==> src/record_index_pkg.sv <==
// package: page layout, field encodings and reset values for the disturbance record index page
package record_index_pkg;
  localparam logic [15:0] PAGE_BASE = 16'h3d00;
  localparam int PAGE_WORDS = 36;
  localparam int DESC_WORDS = 7;
  localparam int DESC_COUNT = 5;
  // offset of the oldest record number; each descriptor then takes seven words
  localparam int DESC_FIRST_WORD = 1;
  localparam logic [7:0] FN_READ_WORDS = 8'h03;
  localparam logic [7:0] EXC_ILLEGAL_FUNCTION = 8'h01;
  localparam logic [7:0] EXC_ILLEGAL_ADDRESS = 8'h02;
  localparam logic [7:0] EXC_FLAG = 8'h80;
  localparam logic [15:0] WORD_RESET = 16'h0000;
  localparam logic [7:0] COUNT_RESET = 8'h00;

  typedef enum logic [2:0]
  {
    CAUSE_NONE = 3'h0,
    CAUSE_TRIP = 3'h1,
    CAUSE_INST = 3'h2,
    CAUSE_REMOTE = 3'h3,
    CAUSE_INPUT = 3'h4
  } cause_e;

  typedef enum logic [1:0]
  {
    EDIT_IDLE = 2'h0,
    EDIT_ACTIVE = 2'h1,
    EDIT_PANEL_BREAKER = 2'h2
  } fmt_editing_state_e;

  typedef enum logic [1:0]
  {
    DIR_LINE = 2'h0,
    DIR_BUS = 2'h1,
    DIR_NONE = 2'h2
  } fmt_forward_direction_e;

  localparam int LOC_BOTH_BIT = 1;
  localparam int LOC_REMOTE_BIT = 2;
  localparam int LOC_LOCAL_BIT = 3;
  localparam logic [7:0] ASCII_MIN = 8'h20;
  localparam logic [7:0] ASCII_MAX = 8'h7f;
  localparam logic [7:0] ASCII_SPACE = 8'h20;

  // one stored record descriptor as captured by the recorder
  typedef struct packed
  {
    logic [15:0] number;
    logic [31:0] seconds;
    logic [31:0] millis;
    cause_e cause;
    logic [15:0] ack;
  } record_desc_s;

  // one word-read request from the protocol engine
  typedef struct packed
  {
    logic [7:0] func;
    logic [15:0] addr;
  } read_req_s;

  // answer to one request word
  typedef struct packed
  {
    logic exc;
    logic [7:0] code;
    logic [15:0] data;
  } read_rsp_s;
endpackage

==> src/desc_word_sel.sv <==
// one record descriptor flattened into its seven page words
module desc_word_sel
  import record_index_pkg::*;
(
  input wire record_desc_s desc, // stored descriptor
  input wire logic [2:0] word_idx, // word within descriptor, 0..6
  output logic [15:0] word // selected word
);
  always_comb
  begin
    unique case (word_idx)
      3'h0: word = desc.number;
      3'h1: word = desc.seconds[31:16];
      3'h2: word = desc.seconds[15:0];
      3'h3: word = desc.millis[31:16];
      3'h4: word = desc.millis[15:0];
      3'h5: word = {13'h0000, desc.cause};
      3'h6: word = desc.ack;
      default: word = WORD_RESET;
    endcase
  end
endmodule

==> src/disturbance_record_index_map.sv <==
// read-only disturbance record index page with shared field formatting
// Operation
// function 03 at base; word 1 record count
// word 2 holds oldest record number n
// oldest seconds words 3-4, then milliseconds
// cause codes: trip, instant, remote, input
// five seven-word descriptors, last ack word 36
// milliseconds follow seconds; n+3 words 26-27
// numeric fields unsigned 16-bit, 1..65535
// edit mode 0 idle, 1 active, 2 breaker
// direction 0 line, 1 bus, 2 none
// text word: two ASCII chars 32..127
// input flags bits 0-7, rest reserved
// stage disable bits 0-6, 8-11 only
// function disable bits 0-8 only
// location bits 1,2,3; others reserved
// other functions get illegal-function exception
module disturbance_record_index_map
  import record_index_pkg::*;
(
  input wire logic clk, // 20 MHz clock
  input wire logic srst, // synchronous reset, active high
  input wire logic req_valid, // one request word this cycle
  input wire read_req_s req, // function code and word address
  output read_rsp_s rsp, // registered answer
  output logic rsp_valid, // answer valid pulse
  input wire logic rec_load, // recorder updates the stored list
  input wire logic [7:0] rec_count, // records available
  input wire record_desc_s rec_desc [DESC_COUNT], // oldest first
  input wire logic [1:0] edit_state_in, // raw editing state
  input wire logic [1:0] direction_in, // raw forward direction
  input wire logic [7:0] text_char0, // first character
  input wire logic [7:0] text_char1, // second character
  input wire logic [7:0] logic_inputs, // logic inputs 1..8
  input wire logic [15:0] stage_disable_in, // raw stage disable flags
  input wire logic [8:0] function_disable_in, // raw function disable flags
  input wire logic [2:0] location_in, // both, remote, local
  input wire logic [15:0] numeric_in, // raw numeric setting
  output logic [15:0] fmt_numeric, // numeric field word
  output logic numeric_illegal, // numeric value out of range
  output logic [15:0] fmt_editing_state, // edit mode word
  output logic [15:0] fmt_forward_direction, // direction word
  output logic [15:0] fmt_text_pair, // ASCII pair word
  output logic [15:0] fmt_input_flags, // binary input word
  output logic [15:0] fmt_current_stage_disable, // stage disable word
  output logic [15:0] fmt_function_disable, // function disable word
  output logic [15:0] fmt_control_location // local/remote word
);
  localparam logic [15:0] STAGE_MASK = 16'h0f7f;
  localparam logic [15:0] FUNC_MASK = 16'h01ff;

  // stored page contents; only refreshed as a whole so a read never mixes two snapshots
  logic [7:0] count_reg, count_next;
  record_desc_s desc_reg [DESC_COUNT];
  record_desc_s desc_next [DESC_COUNT];
  read_rsp_s rsp_reg, rsp_next;
  logic rsp_valid_reg, rsp_valid_next;
  logic [15:0] fmt_reg [8];
  logic [15:0] fmt_next [8];
  logic illegal_reg, illegal_next;

  logic [15:0] word_off;
  logic [15:0] desc_off;
  logic [2:0] desc_sel;
  logic [2:0] word_sel;
  logic [15:0] desc_words [DESC_COUNT];
  logic in_page;

  genvar g;
  generate
    for (g = 0; g < DESC_COUNT; g++)
    begin : gen_desc
      desc_word_sel u_sel
      (
        .desc(desc_reg[g]),
        .word_idx(word_sel),
        .word(desc_words[g])
      );
    end
  endgenerate

  always_comb
  begin
    word_off = req.addr - PAGE_BASE;
    in_page = (req.addr >= PAGE_BASE) && (word_off < 16'(PAGE_WORDS));
    desc_off = word_off - 16'(DESC_FIRST_WORD);
    desc_sel = 3'(desc_off / 16'(DESC_WORDS));
    word_sel = 3'(desc_off % 16'(DESC_WORDS));
  end

  always_comb
  begin
    count_next = count_reg;
    desc_next = desc_reg;
    if (rec_load)
    begin
      count_next = rec_count;
      for (int i = 0; i < DESC_COUNT; i++)
      begin
        desc_next[i] = rec_desc[i];
        // unknown codes are stored as zero rather than passed on
        if (rec_desc[i].cause > CAUSE_INPUT)
        begin
          desc_next[i].cause = CAUSE_NONE;
        end
      end
    end
  end

  always_comb
  begin
    rsp_next = '{exc: 1'b0, code: 8'h00, data: WORD_RESET};
    rsp_valid_next = req_valid;
    if (req_valid)
    begin
      if (req.func != FN_READ_WORDS)
      begin
        rsp_next.exc = 1'b1;
        rsp_next.code = EXC_ILLEGAL_FUNCTION;
        rsp_next.data = {8'h00, req.func | EXC_FLAG};
      end
      else if (!in_page)
      begin
        rsp_next.exc = 1'b1;
        rsp_next.code = EXC_ILLEGAL_ADDRESS;
        rsp_next.data = {8'h00, req.func | EXC_FLAG};
      end
      else if (word_off == 16'h0000)
      begin
        rsp_next.data = {8'h00, count_reg};
      end
      else if (word_off == 16'h0001)
      begin
        rsp_next.data = desc_reg[0].number;
      end
      else
      begin
        rsp_next.data = desc_words[desc_sel];
      end
    end
  end

  // field formatting: out-of-range encodings report the documented neutral value
  always_comb
  begin
    illegal_next = (numeric_in == 16'h0000);
    fmt_next[0] = numeric_in;
    fmt_next[1] = (edit_state_in > EDIT_PANEL_BREAKER) ? 16'h0000 : {14'h0000, edit_state_in};
    fmt_next[2] = (direction_in > DIR_NONE) ? {14'h0000, DIR_NONE} : {14'h0000, direction_in};
    // codes below 32 and the upper half both read as space so the word stays within 32..127
    fmt_next[3] = {(text_char0 < ASCII_MIN || text_char0 > ASCII_MAX) ? ASCII_SPACE : text_char0,
                   (text_char1 < ASCII_MIN || text_char1 > ASCII_MAX) ? ASCII_SPACE : text_char1};
    fmt_next[4] = {8'h00, logic_inputs};
    fmt_next[5] = stage_disable_in & STAGE_MASK;
    fmt_next[6] = {7'h00, function_disable_in} & FUNC_MASK;
    fmt_next[7] = 16'h0000;
    fmt_next[7][LOC_BOTH_BIT] = location_in[0];
    fmt_next[7][LOC_REMOTE_BIT] = location_in[1];
    fmt_next[7][LOC_LOCAL_BIT] = location_in[2];
  end

  always_ff @(posedge clk)
  begin
    if (srst)
    begin
      count_reg <= COUNT_RESET;
      rsp_reg <= '{exc: 1'b0, code: 8'h00, data: WORD_RESET};
      rsp_valid_reg <= 1'b0;
      illegal_reg <= 1'b0;
      for (int i = 0; i < DESC_COUNT; i++)
      begin
        desc_reg[i] <= '0;
      end
      for (int i = 0; i < 8; i++)
      begin
        fmt_reg[i] <= WORD_RESET;
      end
    end
    else
    begin
      count_reg <= count_next;
      desc_reg <= desc_next;
      rsp_reg <= rsp_next;
      rsp_valid_reg <= rsp_valid_next;
      illegal_reg <= illegal_next;
      fmt_reg <= fmt_next;
    end
  end

  assign rsp = rsp_reg;
  assign rsp_valid = rsp_valid_reg;
  assign fmt_numeric = fmt_reg[0];
  assign numeric_illegal = illegal_reg;
  assign fmt_editing_state = fmt_reg[1];
  assign fmt_forward_direction = fmt_reg[2];
  assign fmt_text_pair = fmt_reg[3];
  assign fmt_input_flags = fmt_reg[4];
  assign fmt_current_stage_disable = fmt_reg[5];
  assign fmt_function_disable = fmt_reg[6];
  assign fmt_control_location = fmt_reg[7];
endmodule

==> config.mk <==
export PLATFORM = sky130hd
export DESIGN_NAME = disturbance_record_index_map
export DESIGN_NICKNAME = d
export VERILOG_FILES = /design/src/record_index_pkg.sv /design/src/desc_word_sel.sv /design/src/disturbance_record_index_map.sv
export SDC_FILE = /design/constraint.sdc
export NUM_CORES = 1
export LEC_CHECK = 0
export BUFFER_PORTS_ARGS = -buffer_cell sky130_fd_sc_hd__buf_2
export CAP_MARGIN = 20
export CORE_AREA = 3 3 298 300
export CTS_BUF_LIST = sky130_fd_sc_hd__clkbuf_16
export CTS_CLUSTER_DIAMETER = 60
export DETAILED_ROUTE_END_ITERATION = 8
export DIE_AREA = 0 0 301 303
export MAX_ROUTING_LAYER = met4
export PLACE_DENSITY_LB_ADDON = 0.1
export SLEW_MARGIN = 10
export SYNTH_ARGS = -nofsm -noshare
export SYNTH_HDL_FRONTEND = slang
export SYNTH_SLANG_ARGS = --single-unit
==> constraint.sdc <==
create_clock -name clk -period 13 [get_ports clk]
set_clock_uncertainty 0.05 [all_clocks]
set_input_delay 1.3 -clock clk [delete_from_list [all_inputs] [get_ports clk]]
set_output_delay 1.3 -clock clk [all_outputs]
set_load 0.03 [all_outputs]
==> impl_metrics.yaml, run 1 <==
critical_path:
  startpoint_type: "input pin"
  end_kind: "flop"
  crit_fanout: 43
  cp_top_family: "compound AO/OA/AOI/OAI gates"
  worst-path-buf-inv: 7
  required_ns: 13.50
  worst-setup-path-type: "input pin to flop"
  critical_path.max_stage_delay_ns: 0.75
  cp_slowest_cell: "a2bb2oi_1"
  cp.arrival_ns: 12.48
timing:
  tns_ns: 0
  fin_crit_sh_pct: 92.2
  setup_violations: 0
  hold_viol: 0
  max_clock_freq_ghz: 0.0835
  slew_headroom_pct: 26.6
  finalMaxSlewViolations: 0
  rsz0062_at_grt: "false"
  tightestPinTransition_ns: 1.10
  min_period_ns: 11.98
clock_tree:
  clock_latency_ns: 0.63
  tritoncts: "done"
  cts-root-buf: "clkbuf_16"
  clk_pin_slew_ns: 0.06
  cts_inserted_buffers: 78
  ctsHoldBuffers: 0
  cts.htree.levels: 3
  numClockSinks: 591
  cts-resized-gates: 0
  post_cts_buffers: 0
  clockBufferDepth: 3
drt:
  via_per_inst: 5.13
  dr.pass1.iters: 5
  wl_per_cell_um: 25.2
  drt_iter0_markers: 1760
  antenna_left: 0
  drc: 0
  wirelength_mm: 119
  vias: 24187
power:
  ir_drop_uv: 225
  pwr-share-clk_pct: 29.3
  p_int_mw: 4.05
  switching_share_pct: 44.3
  combPwrFrac_pct: 43.5
  power_frac_seq_pct: 27.2
  p_sw_mw: 3.21
  p_leak_nw: 15.4
  power_density_nw_per_um2: 215
place:
  dp_hpwl_mm: 88.8
  dp.cells: 4532
  io_buffers: 685
  place_congestion: 0.859
status:
  status: "finished clean"
logic_synthesis:
  yosysMostFrequentCell: "dfxtp_1"
  yosys-top-cells-area: "dfxtp_1 (44%), mux2i_1 (19%), nor2_1 (7.6%)"
  synth_top_cell_area_share_pct: 44.1
  synth-seq-cells: 591
  yosys_warnings: 0
  synth_area_leader_cell: "dfxtp_1"
  synth_cells: 2849
  synth_edf_count: 0
  synth_common_cells: "dfxtp_1 (591), nor2_1 (545), mux2i_1 (499), clkbuf_1 (95), nand3_1 (88)"
  syn_area_sq_um: 26800
  async_reset_ff_share_pct: 0
  syn_avg_cell_area_sq_um: 9.41
  synth.distinct_cells: 99
  synth_ff_type: "dfxtp_1"
  synth-seq-area-share_pct: 44.1
global_routing:
  grt_max_degree: 130
  grt_pass1_vias: 23682
  overflow: 0
  grtUsageTotal_pct: 25.6
  grt_pass1_wl_mm: 166
  antenna_found_initial: 67
floorplan:
  dieArea_sq_um: 91200
  dieHeight_um: 303
  num_rows: 108
  die_w_um: 301
  coreArea_sq_um: 86500
  io_pins: 758
  start_util_pct: 31.0
finish:
  fillerInstances: 8909
  nNetsFinal: 4069
  syn_to_final_growth_pct: 26.0
  largest_reg_flops: 495
  drive_above_1_share_pct: 25.9
  fin_cells: 4719
run:
  maxCapViolCount: 0
hold_path:
  hp-class: "flop to flop"
## through the flow
stage	instance area (sq um)	power (mW)	utilization, %	hold WS (ns)	worst slack (ns)
3_5_place_dp	31100	5.21	35.9	0.414	0.507
4_1_cts	33600	7.37	38.9	0.424	1.15
6_report	33800	7.26	39.1	0.422	1.02
5_1_grt	33800	7.58	39.0	0.444	0.268
3_3_place_gp	31100	5.20	35.9	0.407	0.677
2_1_floorplan	27100	3.71	-	0.394	3.03
## path summary, 6_finish.rpt
check	startpoint	endpoint	slack (ns)	cells past startpoint
setup / recovery	req[8]	rsp[10]	1.02	36
hold / removal	desc_reg[214]	desc_reg[214]	0.42	2
setup reg to reg	desc_reg[12]	rsp[12]	10.84	5
hold reg to reg	desc_reg[214]	desc_reg[214]	0.42	2
## layout by cell type (no fill, tap or decap), types with 11 or more instances in the layout
cell type	count
a21oi_1	77
a221o_1	14
a221oi_1	45
a222oi_1	29
a22o_1	38
a22oi_1	75
a31oi_1	34
and2_1	23
buf_2	683
buf_4	50
clkbuf_16	81
clkinv_1	13
conb_1	69
dfxtp_1	591
diode_2	47
inv_1	24
mux2i_1	499
nand2_1	79
nand2b_1	17
nand3_1	88
nand4_1	24
nor2_1	544
nor2b_1	51
nor3_1	23
nor3b_1	11
nor4_1	13
o211ai_1	30
o21ai_0	24
xnor2_1	19
xor2_1	13
## power groups by stage
stage               registers, mW  clock network, mW  logic [mW]
finish                       1.97               2.13        3.16
global route                 1.98               2.25        3.35
CTS                          1.97               2.18        3.21
detailed placement           2.01                  0        3.20
global placement             2.01                  0        3.19
floorplan                    2.02                  0        1.69
## worst register-to-register path, cell delays in order (launching register included)
cell and delay, ns:
dfxtp_1 0.31, a221oi_1 0.84, nor3_1 0.12, nor2_1 0.27, a2bb2oi_1 0.15, a221o_1 0.31
## area by class of cell
type	instances	area, sq um	share of cell area (%)
multi-input cells	2032	13800	40.8
flip-flops and latches	591	11800	35.0
repair buffers	743	3990	11.8
clock buffers	81	2030	6.00
well taps	1155	1450	4.28
clock inverters	58	522	1.54
diodes	47	118	0.348
inverters	12	45.0	0.133
## metal layers
layer	track usage [%]	vias up	share of wire [%]
li1	-	11410	-
met4	6.90	0	2.5
met2	42.8	873	49
met1	31.2	11725	42
met3	5.58	179	6.8
met5	-	-	0
## logic make-up after synthesis
kind of cell    after synthesis  share of synthesized area (%)
mux                         505                           18.9
buf+inv                     294                           5.53
compound gates              488                           14.2
fa+ha+maj                     8                          0.373
flops                       591                           44.1
other cells                   1                         0.0140
xor+xnor                     34                           1.17
simple gates                928                           15.7
Power figures use the tool's default switching activity.
==> inputs of run 2 (changes only) <==
- CORE_AREA: 3 3 298 300 -> 3 3 296 298
- DIE_AREA: 0 0 301 303 -> 0 0 299 301
==> impl_metrics.yaml, run 2 (synthesized netlist as in run 1, its figures left out) <==
floorplan:
  die_w_um: 299
  coreArea_sq_um: 85100
  dieHeight_um: 301
  num_rows: 107
  io_pins: 758
  dieArea_sq_um: 90000
  start_util_pct: 31.5
status:
  status: "finished clean"
critical_path:
  cp_slowest_cell: "o311ai_1"
  crit_fanout: 14
  r2r_slack_ns: 10.75
  end_kind: "flop"
  required_ns: 13.52
  worst-setup-path-type: "input pin to flop"
  startpoint_type: "input pin"
  critical_path.max_stage_delay_ns: 0.64
  cp.arrival_ns: 12.66
clock_tree:
  clockBufferDepth: 3
  tritoncts: "done"
  cts.htree.levels: 3
  numClockSinks: 591
  cts-root-buf: "clkbuf_16"
  cts_inserted_buffers: 78
  clock_latency_ns: 0.63
  post_cts_buffers: 0
  clk_pin_slew_ns: 0.06
drt:
  dr_wl_met3_mm: 8.83
  antenna_left: 0
  routedLengthMet1_mm: 49.9
  wl_per_cell_um: 25.4
  vias: 24149
  wirelength_mm: 120
  dr.pass1.iters: 6
  drt_iter0_markers: 1831
  top_layer: "met4"
  via_per_inst: 5.13
  drc: 0
  wl_met2_mm: 56.9
timing:
  tightestPinTransition_ns: 1.48
  slew_headroom_pct: 1.52
  fin_ws_ns: 0.861
  rsz0062_at_grt: "false"
  hold_viol: 0
  max_clock_freq_ghz: 0.0824
  tns_ns: 0
  fin_crit_sh_pct: 93.4
  min_period_ns: 12.14
  setup_violations: 0
  finalMaxSlewViolations: 0
global_routing:
  grtUsageTotal_pct: 26.1
  overflow: 0
  grt_pass1_wl_mm: 168
  antenna_found_initial: 73
  grt_pass1_vias: 23941
  grt_max_degree: 160
finish:
  syn_to_final_growth_pct: 25.3
  mostFrequentLayoutCells: "buf_2 (683), dfxtp_1 (591), nor2_1 (544)"
  nNetsFinal: 4059
  largest_reg_flops: 495
  final_common_cell: "buf_2"
  fin_area_sq_um: 33600
  drive_above_1_share_pct: 25.8
place:
  io_buffers: 685
  place_ws_ns: 0.379
  placedInstanceArea_sq_um: 31000
  place_congestion: 0.902
  dp_hpwl_mm: 88.8
power:
  power_density_nw_per_um2: 214
  p_leak_nw: 15.3
  ir_drop_uv: 213
  total_power_mw: 7.19
run:
  maxCapViolCount: 0
hold_path:
  hp-class: "flop to flop"
-- run 2: changes by cell type in the layout (fill, tap and decap cells not counted), sizes merged --
cell	change
buf	-10
clkinvlp	-1
clkbuf	-3
diode	+9
clkinv	+3
-- run 2: critical path: cells and delay by family --
kind | cells | cell delay, ns
XOR/XNOR | 2 | 0.61
AO/OA/AOI/OAI | 15 | 5.72
multiplexers | 2 | 0.68
adder cells (fa/ha/maj) | 3 | 0.82
buffers and inverters | 7 | 1.24
AND/OR/NAND/NOR | 10 | 2.24
-- run 2: cell type report --
class	count	area, sq um
sequential	591	11800
fill	8647	51500
multi-input combinational	2032	13800
clock buffer	78	1950
antenna	56	140
tap	1144	1430
clock inverter	60	508
inverter	12	45.0
timing repair buffer	733	3900
-- run 2: layer usage --
metal / vias to the layer above / global-route usage, %
met4: 0 / 8.78
met1: 11648 / 31.8
met5: - / -
met2: 904 / 42.5
li1: 11402 / -
met3: 195 / 6.40
-- run 2: final timing paths --
| path | endpoint | start | cells past startpoint |
|---|---|---|---|
| worst min register to register | desc_reg[215] | desc_reg[215] | 2 |
| worst max register to register | rsp[8] | desc_reg[324] | 5 |
| worst max-delay path | rsp[10] | req[8] | 39 |
| worst min-delay path | desc_reg[215] | desc_reg[215] | 2 |
-- run 2: power breakdown --
part	switching, mW	internal (mW)	total (mW)
registers	0.0568	1.92	1.97
logic	2.29	0.847	3.14
clock network	0.874	1.21	2.08
-- run 2: stage by stage --
step / utilization, % / hold WS [ns] / instances
2_1_floorplan: - / 0.394 / 2917
5_1_grt: 39.4 / 0.440 / 4699
3_5_place_dp: 36.4 / 0.410 / 4512
6_report: 39.5 / 0.420 / 4706
3_3_place_gp: 36.4 / 0.408 / 4512
4_1_cts: 39.3 / 0.420 / 4650
-- run 2: repair_timing --
action | CTS | global route
resized for setup | 0 | 1
hold buffers | 0 | 0
endpoints found under the setup margin | 0 | 1
==> inputs of run 3 (changes only) <==
- ABC_AREA: not set -> 1
- CORE_AREA: 3 3 296 298 -> 3 3 293 295
- DIE_AREA: 0 0 299 301 -> 0 0 296 298
==> impl_metrics.yaml, run 3 <==
status:
  status: "finished clean"
timing:
  tns_ns: 0
  fin_crit_sh_pct: 79.8
  tightestPinTransition_ns: 1.20
  max_clock_freq_ghz: 0.0964
  finalMaxSlewViolations: 0
  setup_violations: 0
  hold_viol: 0
  rsz0062_at_grt: "false"
  min_period_ns: 10.38
  slew_headroom_pct: 20.3
logic_synthesis:
  synth-compound-area-share_pct: 18.9
  synth_ff_type: "dfxtp_1"
  synth_common_cells: "nor2_1 (810), dfxtp_1 (591), o21ai_0 (509), nand2_1 (399), inv_1 (347)"
  synth-seq-cells: 591
  synth_area_leader_cell: "dfxtp_1"
  synth_cells: 3745
  syn_avg_cell_area_sq_um: 7.03
  yosys-top-cells-area: "dfxtp_1 (45%), nor2_1 (12%), o21ai_0 (9.7%)"
  synthSimpleGateAreaFrac_pct: 23.9
  post_synth_xor_area_fraction_pct: 0.461
  synthMuxAreaShare_pct: 0
  yosys.area_share.adder_pct: 0.380
  synth_top_cell_area_share_pct: 44.9
  yosys_warnings: 0
  synth.distinct_cells: 46
  yosysMostFrequentCell: "nor2_1"
  async_reset_ff_share_pct: 0
  synth_edf_count: 0
  synth_top_family_by_area: "simple AND/OR/NAND/NOR gates"
  syn_area_sq_um: 26300
  synth-seq-area-share_pct: 44.9
global_routing:
  grt_max_degree: 259
  grt_pass1_wl_mm: 170
  antenna_found_initial: 66
  overflow: 0
  grt_pass1_vias: 25867
  grtUsageTotal_pct: 26.7
floorplan:
  start_util_pct: 31.6
  dieHeight_um: 298
  num_rows: 106
  die_w_um: 296
  io_pins: 758
  dieArea_sq_um: 88200
  coreArea_sq_um: 83400
critical_path:
  worst-setup-path-type: "input pin to flop"
  crit_top_cell: "nand2_1"
  cp_slowest_cell: "inv_4"
  cp.arrival_ns: 10.87
  crit_fanout: 44
  required_ns: 13.50
  critical_path.max_stage_delay_ns: 0.79
  end_kind: "flop"
  startpoint_type: "input pin"
clock_tree:
  numClockSinks: 591
  cts.htree.levels: 3
  ctsHoldBuffers: 0
  cts-root-buf: "clkbuf_16"
  clk_pin_slew_ns: 0.06
  post_cts_buffers: 0
  clock_latency_ns: 0.62
  clockBufferDepth: 3
  cts_inserted_buffers: 76
  tritoncts: "done"
  cts-resized-gates: 0
place:
  dp_hpwl_mm: 85.7
  io_buffers: 685
  place_congestion: 0.861
finish:
  nNetsFinal: 4904
  mostFrequentLayoutCells: "nor2_1 (810), buf_2 (684), dfxtp_1 (591)"
  utilization_pct: 39.1
  fillerInstances: 9112
  drive_above_1_share_pct: 20.8
  final_common_cell: "nor2_1"
  syn_to_final_growth_pct: 23.9
  largest_reg_flops: 495
  multi_input_area_sq_um: 11700
  register_area_sq_um: 11800
drt:
  vias: 26578
  wirelength_mm: 119
  wl_per_cell_um: 21.7
  drc: 0
  antenna_left: 0
  via_per_inst: 4.85
  drt_iter0_markers: 1674
  dr.pass1.iters: 6
power:
  power_density_nw_per_um2: 298
  ir_drop_uv: 467
  p_leak_nw: 15.3
hold_path:
  hp-class: "flop to flop"
run:
  maxCapViolCount: 0
## run 3: changes by cell type in the layout (fill, tap and decap cells not counted), sizes merged, moves of 31 or more
| cell | delta |
|---|---|
| nand2 | +343 |
| nand4 | +72 |
| o22ai | +51 |
| a22oi | -31 |
| a22o | -38 |
| nand3 | +45 |
| nor2b | -52 |
| nor2 | +273 |
| mux2i | -500 |
| inv | +355 |
| o21ai | +496 |
| a21oi | +231 |
| a221oi | -46 |
| a31oi | -34 |
## run 3: cell families after synthesis
group                    Yosys count
flip-flops                       591
buffers and inverters            685
XOR/XNOR                          13
adder cells (fa/ha/maj)            8
AND/OR/NAND/NOR                 1496
other                              1
AO/OA/AOI/OAI                    951
## run 3: worst paths after layout
check           startpoint      endpoint  slack (ns)  cells after the start
max                 req[8]        rsp[4]        2.62                     74
min           desc_reg[78]  desc_reg[78]        0.40                      2
max reg2reg  desc_reg[227]       rsp[10]       11.10                     10
min reg2reg   desc_reg[78]  desc_reg[78]        0.40                      2
## run 3: report_power, final
part           switching (mW)  internal, mW  total, mW  leakage, nW
Combinational            4.47          1.19       5.65         9.16
Sequential             0.0474          1.93       1.98         4.91
Clock                   0.878          1.21       2.09         1.24
Total                    5.39          4.33       9.72         15.3
## run 3: layer usage
metal	track usage, %	part of all wire, %
met4	7.35	2.9
met1	30.8	41
met2	46.9	51
met3	5.22	5.5
met5	-	0
## run 3: cell type report
class                           instances  area share, %
Sequential cell                       591           36.3
Multi-Input combinational cell       2537           36.0
Timing Repair Buffer                  713           11.3
Clock buffer                           77           5.91
Inverter                              374           4.36
Tap cell                             1080           4.14
Clock inverter                         61           1.64
Antenna cell                           50          0.384
## run 3: critical path, delay by kind of cell
family | cells | cell delay (ns)
compound gates | 3 | 0.36
fa+ha+maj | 2 | 0.43
buf+inv | 12 | 2.44
simple gates | 57 | 6.25
## run 3: through the flow
stage | power [mW] | setup slack (ns) | hold slack, ns | instance area, sq um | instances
4_1_cts | 9.85 | 2.61 | 0.401 | 32500 | 5433
3_5_place_dp | 7.74 | 1.97 | 0.392 | 30000 | 5295
3_3_place_gp | 7.74 | 2.03 | 0.390 | 30000 | 5295
5_1_grt | 10.3 | 1.45 | 0.417 | 32600 | 5472
2_1_floorplan | 5.45 | 5.08 | 0.378 | 26600 | 3813
6_report | 9.72 | 2.62 | 0.400 | 32600 | 5483
